--- config.mk ---
export PLATFORM = sky130hd
export DESIGN_NAME = cmp_sel_regs
export DESIGN_NICKNAME = d
export VERILOG_FILES = /design/src/hw/cmp_sel_pkg.sv /design/src/hw/cmp_sel_decode.sv /design/src/hw/cmp_sel_regs.sv
export SDC_FILE = /design/constraint.sdc
export NUM_CORES = 1
export LEC_CHECK = 0
export BUFFER_PORTS_ARGS = -buffer_cell sky130_fd_sc_hd__clkbuf_2
export CORE_MARGIN = 2
export CORE_UTILIZATION = 35
export CTS_BUF_LIST = sky130_fd_sc_hd__clkbuf_16
export DETAILED_ROUTE_END_ITERATION = 7
export PLACE_DENSITY = 0.65
export SLEW_MARGIN = 15
export SYNTH_ARGS = -nofsm -noshare
export SYNTH_HDL_FRONTEND = slang
export SYNTH_SLANG_ARGS = --single-unit
--- constraint.sdc ---
create_clock -name clk -period 1.18 [get_ports clk]
set_input_delay 0.177 -clock clk [delete_from_list [all_inputs] [get_ports clk]]
set_output_delay 0.177 -clock clk [all_outputs]
set_load 0.03 [all_outputs]
--- src/hw/cmp_sel_pkg.sv ---
package cmp_sel_pkg;
  // ------------------------------------------------------------------
  // special-function-register addresses
  // ------------------------------------------------------------------
  localparam logic [7:0] ADDR_CMP1_MODE = 8'h9c;
  localparam logic [7:0] ADDR_CMP1_INSEL = 8'h9e;
  localparam logic [7:0] ADDR_CMP0_INSEL = 8'h9f;
  // ------------------------------------------------------------------
  // field positions
  // ------------------------------------------------------------------
  localparam int RISE_IE_BIT = 5;
  localparam int FALL_IE_BIT = 4;
  localparam int MODE_LSB = 0;
  localparam int POS_SEL_LSB = 0;
  localparam int NEG_SEL_LSB = 4;
  // writable bits; everything else reads zero
  localparam logic [7:0] MODE_WMASK = 8'h33;
  localparam logic [7:0] INSEL_WMASK = 8'h77;
  // ------------------------------------------------------------------
  // reset values
  // ------------------------------------------------------------------
  localparam logic [7:0] MODE_RESET = 8'h02;
  localparam logic [7:0] INSEL_RESET = 8'h00;
  // highest legal selector code
  localparam logic [2:0] SEL_MAX = 3'h4;
  localparam logic [2:0] SEL_GAP_SMALL = 3'h3;
endpackage

--- src/hw/cmp_sel_decode.sv ---
`timescale 1ns/1ns
`default_nettype none
// ------------------------------------------------------------------
// selector code to one-hot pin enable
// ------------------------------------------------------------------
module cmp_sel_decode #(
  parameter bit GAP_ON_SMALL = 1'b0
) (
  input wire logic [2:0] code,
  input wire logic small_pkg,
  output logic [4:0] pin_en
);
  always_comb begin
    pin_en = 5'h00;
    // reserved codes leave the comparator input floating
    if (code <= cmp_sel_pkg::SEL_MAX &&
        !(GAP_ON_SMALL && small_pkg && code == cmp_sel_pkg::SEL_GAP_SMALL)) begin
      pin_en[code] = 1'b1;
    end
  end
endmodule // cmp_sel_decode
`default_nettype wire

--- src/hw/cmp_sel_regs.sv ---
// Overview of operation
// - mode register bits 7:6 and 3:2 read zero and ignore writes.
// - mode bit 5 is a read/write enable letting a rising edge request an interrupt.
// - mode bit 4 is a read/write enable letting a falling edge request an interrupt.
// - mode bits 1:0 pick one of four speed/power response modes driven to comparator1.
// - each input select register has a 3-bit positive input field in bits 2:0.
// - each input select register has a 3-bit negative input field in bits 6:4.
// - comparator0 negative codes 0-4 map to five pins per package, codes 5-7 reserved.
// - comparator1 negative code 3 is reserved on the small package, codes 5-7 on both.
// - comparator1 positive code 3 is reserved on the small package, codes 5-7 on both.
// - input select bits 7 and 3 read zero and ignore writes.
// - the rise flag sets on each rising comparator1 output edge until software clears it.
// - the fall flag sets on each falling comparator1 output edge until software clears it.
`timescale 1ns/1ns
`default_nettype none
module cmp_sel_regs (
  input wire logic clk,
  input wire logic rst_b,
  input wire logic [7:0] sfr_addr,
  input wire logic sfr_wr,
  input wire logic sfr_rd,
  input wire logic [7:0] sfr_wdata,
  output logic [7:0] sfr_rdata,
  input wire logic small_pkg,
  input wire logic cmp1_out,
  input wire logic flag_clr_rise,
  input wire logic flag_clr_fall,
  output logic cmp1_rise_flag,
  output logic cmp1_fall_flag,
  output logic cmp1_irq,
  output logic [1:0] cmp1_response_mode,
  output logic [4:0] cmp0_pos_pin_en,
  output logic [4:0] cmp0_neg_pin_en,
  output logic [4:0] cmp1_pos_pin_en,
  output logic [4:0] cmp1_neg_pin_en
);
  // ------------------------------------------------------------------
  // registers
  // ------------------------------------------------------------------
  logic [7:0] mode_reg, next_mode_reg;
  logic [7:0] in1_reg, next_in1_reg;
  logic [7:0] in0_reg, next_in0_reg;
  logic [7:0] next_sfr_rdata;
  logic small_s1, small_s2, cmp_s1, cmp_s2, cmp_d;
  logic next_rise, next_fall, next_irq;
  logic [4:0] d0p, d0n, d1p, d1n;
  logic cmp1_rise_irq_enable, cmp1_fall_irq_enable;

  assign cmp1_rise_irq_enable = mode_reg[cmp_sel_pkg::RISE_IE_BIT];
  assign cmp1_fall_irq_enable = mode_reg[cmp_sel_pkg::FALL_IE_BIT];

  always_comb begin
    next_mode_reg = mode_reg;
    next_in1_reg = in1_reg;
    next_in0_reg = in0_reg;
    if (sfr_wr) begin
      unique case (sfr_addr)
        cmp_sel_pkg::ADDR_CMP1_MODE: begin
          next_mode_reg = sfr_wdata & cmp_sel_pkg::MODE_WMASK;
        end
        cmp_sel_pkg::ADDR_CMP1_INSEL: begin
          next_in1_reg = sfr_wdata & cmp_sel_pkg::INSEL_WMASK;
        end
        cmp_sel_pkg::ADDR_CMP0_INSEL: begin
          next_in0_reg = sfr_wdata & cmp_sel_pkg::INSEL_WMASK;
        end
        default: begin
        end
      endcase
    end
    // registered read data; unmapped addresses read zero
    next_sfr_rdata = 8'h00;
    if (sfr_rd) begin
      unique case (sfr_addr)
        cmp_sel_pkg::ADDR_CMP1_MODE: next_sfr_rdata = mode_reg;
        cmp_sel_pkg::ADDR_CMP1_INSEL: next_sfr_rdata = in1_reg;
        cmp_sel_pkg::ADDR_CMP0_INSEL: next_sfr_rdata = in0_reg;
        default: next_sfr_rdata = 8'h00;
      endcase
    end
  end

  always_ff @(posedge clk or negedge rst_b) begin
    if (!rst_b) begin
      mode_reg <= cmp_sel_pkg::MODE_RESET;
      in1_reg <= cmp_sel_pkg::INSEL_RESET;
      in0_reg <= cmp_sel_pkg::INSEL_RESET;
      sfr_rdata <= 8'h00;
    end else begin
      mode_reg <= next_mode_reg;
      in1_reg <= next_in1_reg;
      in0_reg <= next_in0_reg;
      sfr_rdata <= next_sfr_rdata;
    end
  end

  // ------------------------------------------------------------------
  // edge flags
  // ------------------------------------------------------------------
  // comparator output is asynchronous, so it is synchronised first
  always_comb begin
    // set beats clear so an edge in the clearing cycle is kept
    next_rise = (cmp_s2 && !cmp_d) || (cmp1_rise_flag && !flag_clr_rise);
    next_fall = (!cmp_s2 && cmp_d) || (cmp1_fall_flag && !flag_clr_fall);
    next_irq = (next_rise && next_mode_reg[cmp_sel_pkg::RISE_IE_BIT]) ||
               (next_fall && next_mode_reg[cmp_sel_pkg::FALL_IE_BIT]);
  end

  always_ff @(posedge clk or negedge rst_b) begin
    if (!rst_b) begin
      cmp_s1 <= 1'b0;
      cmp_s2 <= 1'b0;
      cmp_d <= 1'b0;
      small_s1 <= 1'b0;
      small_s2 <= 1'b0;
      cmp1_rise_flag <= 1'b0;
      cmp1_fall_flag <= 1'b0;
      cmp1_irq <= 1'b0;
    end else begin
      cmp_s1 <= cmp1_out;
      cmp_s2 <= cmp_s1;
      cmp_d <= cmp_s2;
      small_s1 <= small_pkg;
      small_s2 <= small_s1;
      cmp1_rise_flag <= next_rise;
      cmp1_fall_flag <= next_fall;
      cmp1_irq <= next_irq;
    end
  end

  // ------------------------------------------------------------------
  // mux decode
  // ------------------------------------------------------------------
  cmp_sel_decode #(.GAP_ON_SMALL(1'b0)) u_d0p (
    .code(in0_reg[cmp_sel_pkg::POS_SEL_LSB +: 3]), .small_pkg(small_s2), .pin_en(d0p));
  cmp_sel_decode #(.GAP_ON_SMALL(1'b0)) u_d0n (
    .code(in0_reg[cmp_sel_pkg::NEG_SEL_LSB +: 3]), .small_pkg(small_s2), .pin_en(d0n));
  cmp_sel_decode #(.GAP_ON_SMALL(1'b1)) u_d1p (
    .code(in1_reg[cmp_sel_pkg::POS_SEL_LSB +: 3]), .small_pkg(small_s2), .pin_en(d1p));
  cmp_sel_decode #(.GAP_ON_SMALL(1'b1)) u_d1n (
    .code(in1_reg[cmp_sel_pkg::NEG_SEL_LSB +: 3]), .small_pkg(small_s2), .pin_en(d1n));

  // enables registered so analog switches see glitch-free levels
  always_ff @(posedge clk or negedge rst_b) begin
    if (!rst_b) begin
      cmp1_response_mode <= cmp_sel_pkg::MODE_RESET[cmp_sel_pkg::MODE_LSB +: 2];
      cmp0_pos_pin_en <= 5'h00;
      cmp0_neg_pin_en <= 5'h00;
      cmp1_pos_pin_en <= 5'h00;
      cmp1_neg_pin_en <= 5'h00;
    end else begin
      cmp1_response_mode <= mode_reg[cmp_sel_pkg::MODE_LSB +: 2];
      cmp0_pos_pin_en <= d0p;
      cmp0_neg_pin_en <= d0n;
      cmp1_pos_pin_en <= d1p;
      cmp1_neg_pin_en <= d1n;
    end
  end
endmodule // cmp_sel_regs
`default_nettype wire

# After elaboration in Yosys (flattened, before gate mapping)
# Cells that the tools add are included.
[totals]
regBits = 54
inputBits = 24
output_inout_bits = 33
elab_cells = 77
[op_classes]
order_cmp = 12
eq_ne = 5
mux = 16
reduce_logical = 26
[op_table]
columns = ["operator", "count"]
rows = [
  ["$eq 8x8->1 const B", 3],
  ["$pmux 7 s3", 1],
  ["$mux 5", 4],
  ["$lt 3x4->1 const B", 4],
  ["$logic_and 1x1->1", 14],
  ["$demux 1 s3", 4],
  ["$ge 3x1->1 const B", 4],
  ["$le 3x3->1 const B", 4],
  ["$mux 6", 2],
  ["$mux 7", 1],
  ["$eq 3x2->1 const B", 2],
  ["$logic_not 1->1", 6],
  ["$reduce_and 2->1", 3],
  ["$mux 1", 4],
  ["$logic_or 1x1->1", 3],
]

# Depth between registers and ports, before layout
# Gate-level depths: netlist of run 1.
[logic_depth]
ltp_word = 5
ltp_mapped = 5
mapped_depth_nobuf = 4

# Modules after synthesis
# Synthesis of run 1 repeated with hierarchy kept, for this count alone.
[unflattened]
hier_cells = 133
area_unflattened_um2 = 2000.7
[by_module_without_submodules]
columns = ["module", "n_inst", "cells_each", "area_per_inst_um2"]
rows = [
  ["cmp_sel_regs", 1, 113, 1845.5],
  ["cmp_sel_decode at u_d1n ...", 2, 5, 40.0],
  ["cmp_sel_decode at u_d0n ...", 2, 5, 37.5],
]

# Least setup slack after synthesis of run 1
# OpenSTA, ideal clock, no wires.
[synth_timing]
path_kind = "input port to flip-flop"
startpoint = "input port sfr_addr[5]"
endpoint = "register in1_reg[0]"
setup_time_ps = 125
t_arrival_ps = 1179
required_time_ps = 1055
setup_slack_ps = -124
cell_stages = 4
n_path_buf = 0
cell_sequence = "nand4b_4 -> nor3b_4 -> nand4b_2 -> mux2_2"
[synth_via]
elab_chain_cells = 2
[synth_lines]
columns = ["item", "line", "source"]
rows = [
  ["from (decl)", "cmp_sel_regs.sv:19", "input wire logic [7:0] sfr_addr,"],
  ["$eq 8x8->1", "cmp_sel_regs.sv:57", "unique case (sfr_addr)"],
  ["$reduce_and 2->1 (no line)", "-", ""],
  ["to (signal assigned)", "cmp_sel_regs.sv:86", "in1_reg <= cmp_sel_pkg::INSEL_RESET;"],
  ["to (signal assigned)", "cmp_sel_regs.sv:91", "in1_reg <= next_in1_reg;"],
  ["to (decl)", "cmp_sel_regs.sv:41", "logic [7:0] in1_reg, next_in1_reg;"],
]
# No other way between the ends.
# A chain may end at the register's enable or synchronous reset.

# Final worst setup path of run 1
[layout_timing]
startpoint = "input port sfr_addr[5]"
endpoint = "register in1_reg[5]"
# Same word-level chain as after synthesis.

==> results_dict.tcl, run 1 <==
set metrics [dict create \
    max_freq_mhz 827 \
    vias 1300 \
    path_clk_slew_ps 60 \
    dieArea_mm2 0.00613 \
    r2r-start "cmp_d$_DFF_PN0_" \
    start_util_pct 35.7 \
    syn_avg_cell_area_um2 14.7 \
    io_pins 57 \
    grt_max_degree 24 \
    slowest_delay_ps 310 \
    drt_pass1_iterations 4 \
    drive_gt1_share_pct 47.1 \
    num_rows 27 \
    worst-setup-path-type "in -> reg" \
    n_fill_cell 495 \
    reg2regPathDepth 3 \
    die_w_um 78.3 \
    grt_pass1_wl_um 6030 \
    hold_start "flag_clr_rise" \
    viasPerCell 4.71 \
    insertion_delay_ps 280 \
    die_h_um 78.3 \
    hold_depth 2 \
    stdcell_count 276 \
    yosys_register_bits 52 \
    status "complete, but fails checks" \
    setup.worst_path.start "sfr_addr[5]" \
    synth_area_leaders "dfrtp_1 65%, mux2_2 9.3%, nor3b_1 5.1%" \
    grt_antenna_before_repair 0 \
    layout_common_cells "51 x clkbuf_2, 50 x dfrtp_1, 16 x mux2_2" \
    cp_cell_sequence "clkbuf_2 > nand4b_4 > nor3b_4 > buf_6 > nand4b_4 > mux2_2" \
    ys_types 24 \
    dp.final_hpwl_um 2710 \
    synth_top_area_cell "dfrtp_1" \
    fin_crit_ps 1210 \
    fin_nets 227 \
    core_area_mm2 0.00541 \
    ys_warn_count 0 \
    clk_path_buf_depth 2 \
    finClkSkew_ps 5.00 \
    post-route-drc-count 0 \
    rsz0062_at_grt "yes" \
    cts_made_buffers 5 \
    netlist_area_mm2 0.00193 \
    min_path_type "in -> reg" \
    routedWlPerCell_um 13.2 \
    port_buffers 52 \
    start_kind "input port" \
    p_leak_nw 1.33 \
    dp_cells 262 \
    finalSetupViolCount 6 \
    failed_checks "negative setup slack" \
    cts_tree "done" \
    synthCells 131 \
    hold_violations 0 \
    drv_cap 0 \
    antennaDiodeCount 0 \
    finalPower_mw 3.67 \
    period_share_pct 102 \
    drtIter0Drc 86 \
    cp_slowest_cell "mux2_2" \
    gp_congestion 0.738 \
    netlist.area_leader.share_pct 64.8 \
    finalWorstSetupSlack_ps -29.1 \
    grt_usage_pct 12.8 \
    worstPathMaxFanout 6 \
    first_global_vias 1298 \
    power.density_mw_per_mm2 1430 \
    critPathArrivalTime_ps 1370 \
    drt_wl_total_um 3630 \
    grt_overflow_total 0 \
    antenna_left 0 \
    htree_levels 2 \
    cts_sinks 52 \
    required_ps 1350 \
    cp_common_cell "nand4b_4" \
    ys_seq_area_share_pct 67.5 \
    slew_violations 0 \
    clock-root-buffer "clkbuf_16" \
    ir_drop_v 0.000922 \
    fin_tns_setup_ps -128 \
    final_common_cell "clkbuf_2" \
    area_growth_pct 32.7 \
    cp-end-kind "register" \
]
==> area by class of cell <==
cell class,instances,area (um^2),share of cell area (%)
well taps,72,90.1,3.52
clock buffers,5,125,4.89
inverters,3,11.3,0.440
flip-flops and latches,52,1300,50.9
clock inverters,3,13.8,0.537
repair buffers,68,394,15.4
multi-input cells,73,623,24.3
==> per-stage QoR <==
step                hold slack [ps]  setup slack [ps]  util (%)  cell area [um^2]
finish                          119             -29.1      47.4              2560
global route                    115             -80.7      47.4              2560
CTS                             107             -22.6      46.4              2510
detailed placement             43.5              -322      43.2              2340
global placement               40.7              -251      43.2              2340
floorplan                      -119              -105         -              1930
==> synthesized netlist by cell type <==
| cell type | number |
|---|---|
| a22oi_1 | 1 |
| nor3b_1 | 13 |
| conb_1 | 1 |
| nand4b_4 | 1 |
| nand2_1 | 3 |
| nor3b_4 | 1 |
| buf_4 | 2 |
| a22o_1 | 1 |
| mux2i_1 | 6 |
| dfrtp_1 | 50 |
| nor2_1 | 11 |
| and3b_1 | 2 |
| nand4b_2 | 1 |
| mux2_2 | 16 |
| o22ai_1 | 1 |
| nand4_2 | 1 |
| a31oi_1 | 5 |
| nor3_1 | 4 |
| dfstp_2 | 2 |
| nor4bb_1 | 2 |
| buf_1 | 2 |
| nand3b_1 | 1 |
| inv_1 | 3 |
| a222oi_1 | 1 |
==> power by group <==
group          internal, mW  switching (mW)
Sequential             1.87          0.0560
Combinational         0.152           0.243
Clock                 0.770           0.580
Total                  2.79           0.878
==> worst max-delay path, delay by kind of cell <==
family / cells / cell delay (ps)
simple gates: 3 / 640
mux: 1 / 310
buf+inv: 2 / 250
==> timing repair <==
| item | 4_1_cts | 5_1_grt |
|---|---|---|
| setup endpoints to repair | 7 | 17 |
| gates resized for setup | 1 | 6 |
| buffers inserted | 0 | 3 |
| pin swaps | 0 | 3 |
| hold buffers | 3 | 0 |
| hold endpoints to repair | 8 | 0 |
==> cells by family (layout without fill, tap and decap cells) <==
group | after synthesis | in the layout | synth area share, %
simple gates | 40 | 40 | 14.8
mux | 22 | 22 | 12.4
other cells | 1 | 2 | 0.194
compound gates | 9 | 9 | 3.31
flops | 52 | 52 | 67.5
buf+inv | 7 | 79 | 1.75
==> routing by layer <==
metal,wire length [um],share of wire (%),vias up,track usage [%]
met4,47,1.3,0,5.26
met2,1760,48,45,20.0
li1,-,-,609,-
met3,197,5.4,5,3.68
met1,1630,45,641,16.9
met5,0,0,-,0
==> final timing paths <==
kind                            slack, ps                           end
worst max-delay path                  -30        in1_reg[5]$_DFFE_PN0P_
worst min-delay path                  120      cmp1_rise_flag$_DFF_PN0_
worst max register to register         30            cmp1_irq$_DFF_PN0_
worst min register to register        350            small_s2$_DFF_PN0_
max in group asynchronous             370  cmp0_pos_pin_en[3]$_DFF_PN0_
min in group asynchronous             270            small_s2$_DFF_PN0_
Note: power is estimated with default switching activity, not from simulation.
==> run 2, diff against run 1 <==
--- a/config.mk
+++ b/config.mk
@@ -11,6 +11,7 @@
 export CTS_BUF_LIST = sky130_fd_sc_hd__clkbuf_16
 export DETAILED_ROUTE_END_ITERATION = 7
 export PLACE_DENSITY = 0.65
+export RECOVER_POWER = 100
 export SLEW_MARGIN = 15
 export SYNTH_ARGS = -nofsm -noshare
 export SYNTH_HDL_FRONTEND = slang
==> run 2 against run 1 <==
The run still ends with negative setup slack left. Final cell count is the same. Die area is the same. Register-to-register slack is essentially flat. Flip-flop and latch count is the same. First-iteration DRC count grew 16%. Highest routed layer unchanged. Via count shrank 0.15%. Clock-buffer cell count is the same.
==> results_dict.tcl, run 2 (synthesis gave the netlist of run 1 again) <==
set metrics [dict create \
    grt_antenna_before_repair 0 \
    drt_pass1_iterations 4 \
    met1_usage_pct 16.9 \
    grt_usage_pct 12.8 \
    drt_wl_total_um 3640 \
    met3_usage_pct 3.68 \
    clk_path_buf_depth 2 \
    die_w_um 78.3 \
    grt_overflow_total 0 \
    cp_common_cell "nand4b_4" \
    status "complete, but fails checks" \
    grt.busiest_layer "met2" \
    grt_pass1_wl_um 6030 \
    cts_made_buffers 5 \
    num_rows 27 \
    reg2reg_to "cmp1_irq$_DFF_PN0_" \
    post-route-drc-count 0 \
    layout_common_cells "50 x dfrtp_1, 40 x clkbuf_2, 16 x mux2_2" \
    gp_congestion 0.738 \
    hold_path_end "cmp1_rise_flag$_DFF_PN0_" \
    core_area_mm2 0.00541 \
    first_global_vias 1298 \
    power.density_mw_per_mm2 1440 \
    rsz0062_at_grt "yes" \
    cp-end-kind "register" \
    worst-setup-path-type "in -> reg" \
    vias 1298 \
    hold_start "flag_clr_rise" \
    final_common_cell "dfrtp_1" \
    reg2regPathDepth 3 \
    slowest_delay_ps 310 \
    min_path_type "in -> reg" \
    dieArea_mm2 0.00613 \
    port_buffers 52 \
    worst-path-buf-inv 2 \
    fin_crit_ps 1210 \
    area_growth_pct 31.0 \
    routedWlPerCell_um 13.2 \
    drtIter0Drc 100 \
    start_kind "input port" \
    htree_levels 2 \
    hold_depth 2 \
    dp.final_hpwl_um 2710 \
    cts_sinks 52 \
    finalWorstSetupSlack_ps -30.0 \
    antennaDiodeCount 0 \
    fin_util_pct 46.8 \
    critPathArrivalTime_ps 1370 \
    path_clk_slew_ps 60 \
    n_fill_cell 501 \
    worstPathMaxFanout 6 \
    drive_gt1_share_pct 39.7 \
    clock-root-buffer "clkbuf_16" \
    cp_top_family "simple AND/OR/NAND/NOR gates" \
    grt_use_met2_pct 20.0 \
    slew_violations 0 \
    finClkSkew_ps 4.97 \
    dp_cells 262 \
    stdcell_count 276 \
    io_pins 57 \
    start_util_pct 35.7 \
    failed_checks "negative setup slack" \
    viasPerCell 4.70 \
    insertion_delay_ps 280 \
    cp_cell_sequence "clkbuf_2 > nand4b_4 > nor3b_4 > buf_6 > nand4b_4 > mux2_2" \
    die_h_um 78.3 \
    period_share_pct 103 \
    cp_slowest_cell "mux2_2" \
    grt_max_degree 24 \
    drv_cap 0 \
    cts_tree "done" \
    hold_violations 0 \
    max_freq_mhz 826 \
    p_leak_nw 1.29 \
    antenna_left 0 \
    ir_drop_v 0.000919 \
    required_ps 1350 \
    r2r-start "cmp_d$_DFF_PN0_" \
    finalSetupViolCount 6 \
    fin_nets 227 \
    r2r_slack_ps 40 \
]
[run 2: cell count changes in the layout (fill, tap and decap cells not counted), sizes merged]
cell	change
buf	-1
clkbuf	+1
[run 2: repair_timing]
action / in CTS / in global routing
hold endpoints to repair: 8 / 0
endpoints found under the setup margin: 7 / 17
resized for setup: 1 / 6
setup buffers: 0 / 3
pin swaps: 0 / 3
gates cloned: 0 / 0
hold buffers: 3 / 0
[run 2: metal layers]
metal,vias up,share of wire (%)
li1,607,-
met1,641,44
met2,45,49
met3,5,5.8
met4,0,1.3
met5,-,0
[run 2: how the worst max path moves through the flow]
stage,startpoint,to,cells after the start
finish,sfr_addr[5],in1_reg[5]$_DFFE_PN0P_,6
global route,sfr_addr[5],in1_reg[5]$_DFFE_PN0P_,6
CTS,sfr_addr[5],in1_reg[2]$_DFFE_PN0P_,5
detailed placement,sfr_addr[5],in1_reg[5]$_DFFE_PN0P_,5
global placement,sfr_addr[5],in1_reg[2]$_DFFE_PN0P_,5
floorplan,sfr_addr[5],in1_reg[0]$_DFFE_PN0P_,4
[run 2: cell type report]
type                       instances  area [um^2]  share of cell area (%)
tap                               72         90.1                    3.56
multi-input combinational         73          616                    24.3
inverter                           3         11.3                   0.445
sequential                        52         1300                    51.5
clock buffer                       5          125                    4.95
timing repair buffer              68          370                    14.6
clock inverter                     3         13.8                   0.544
[run 2: where the power goes]
part	internal (mW)	leakage (nW)	switching [mW]
Clock	0.770	0.0710	0.578
Sequential	1.87	0.682	0.0549
Combinational	0.142	0.534	0.242
Total	2.78	1.29	0.874
[run 2: stage by stage]
step           power (mW)  instance area, um^2  TNS [ps]  worst slack, ps  hold slack, ps
6_report             3.65                 2530      -135            -30.0             120
5_1_grt              3.81                 2530      -665            -80.7             115
2_1_floorplan        2.16                 1930     -1200             -105            -119
3_5_place_dp         2.34                 2340     -4550             -322            43.5
3_3_place_gp         2.33                 2340     -3690             -251            40.7
4_1_cts              3.70                 2510     -92.4            -22.6             107
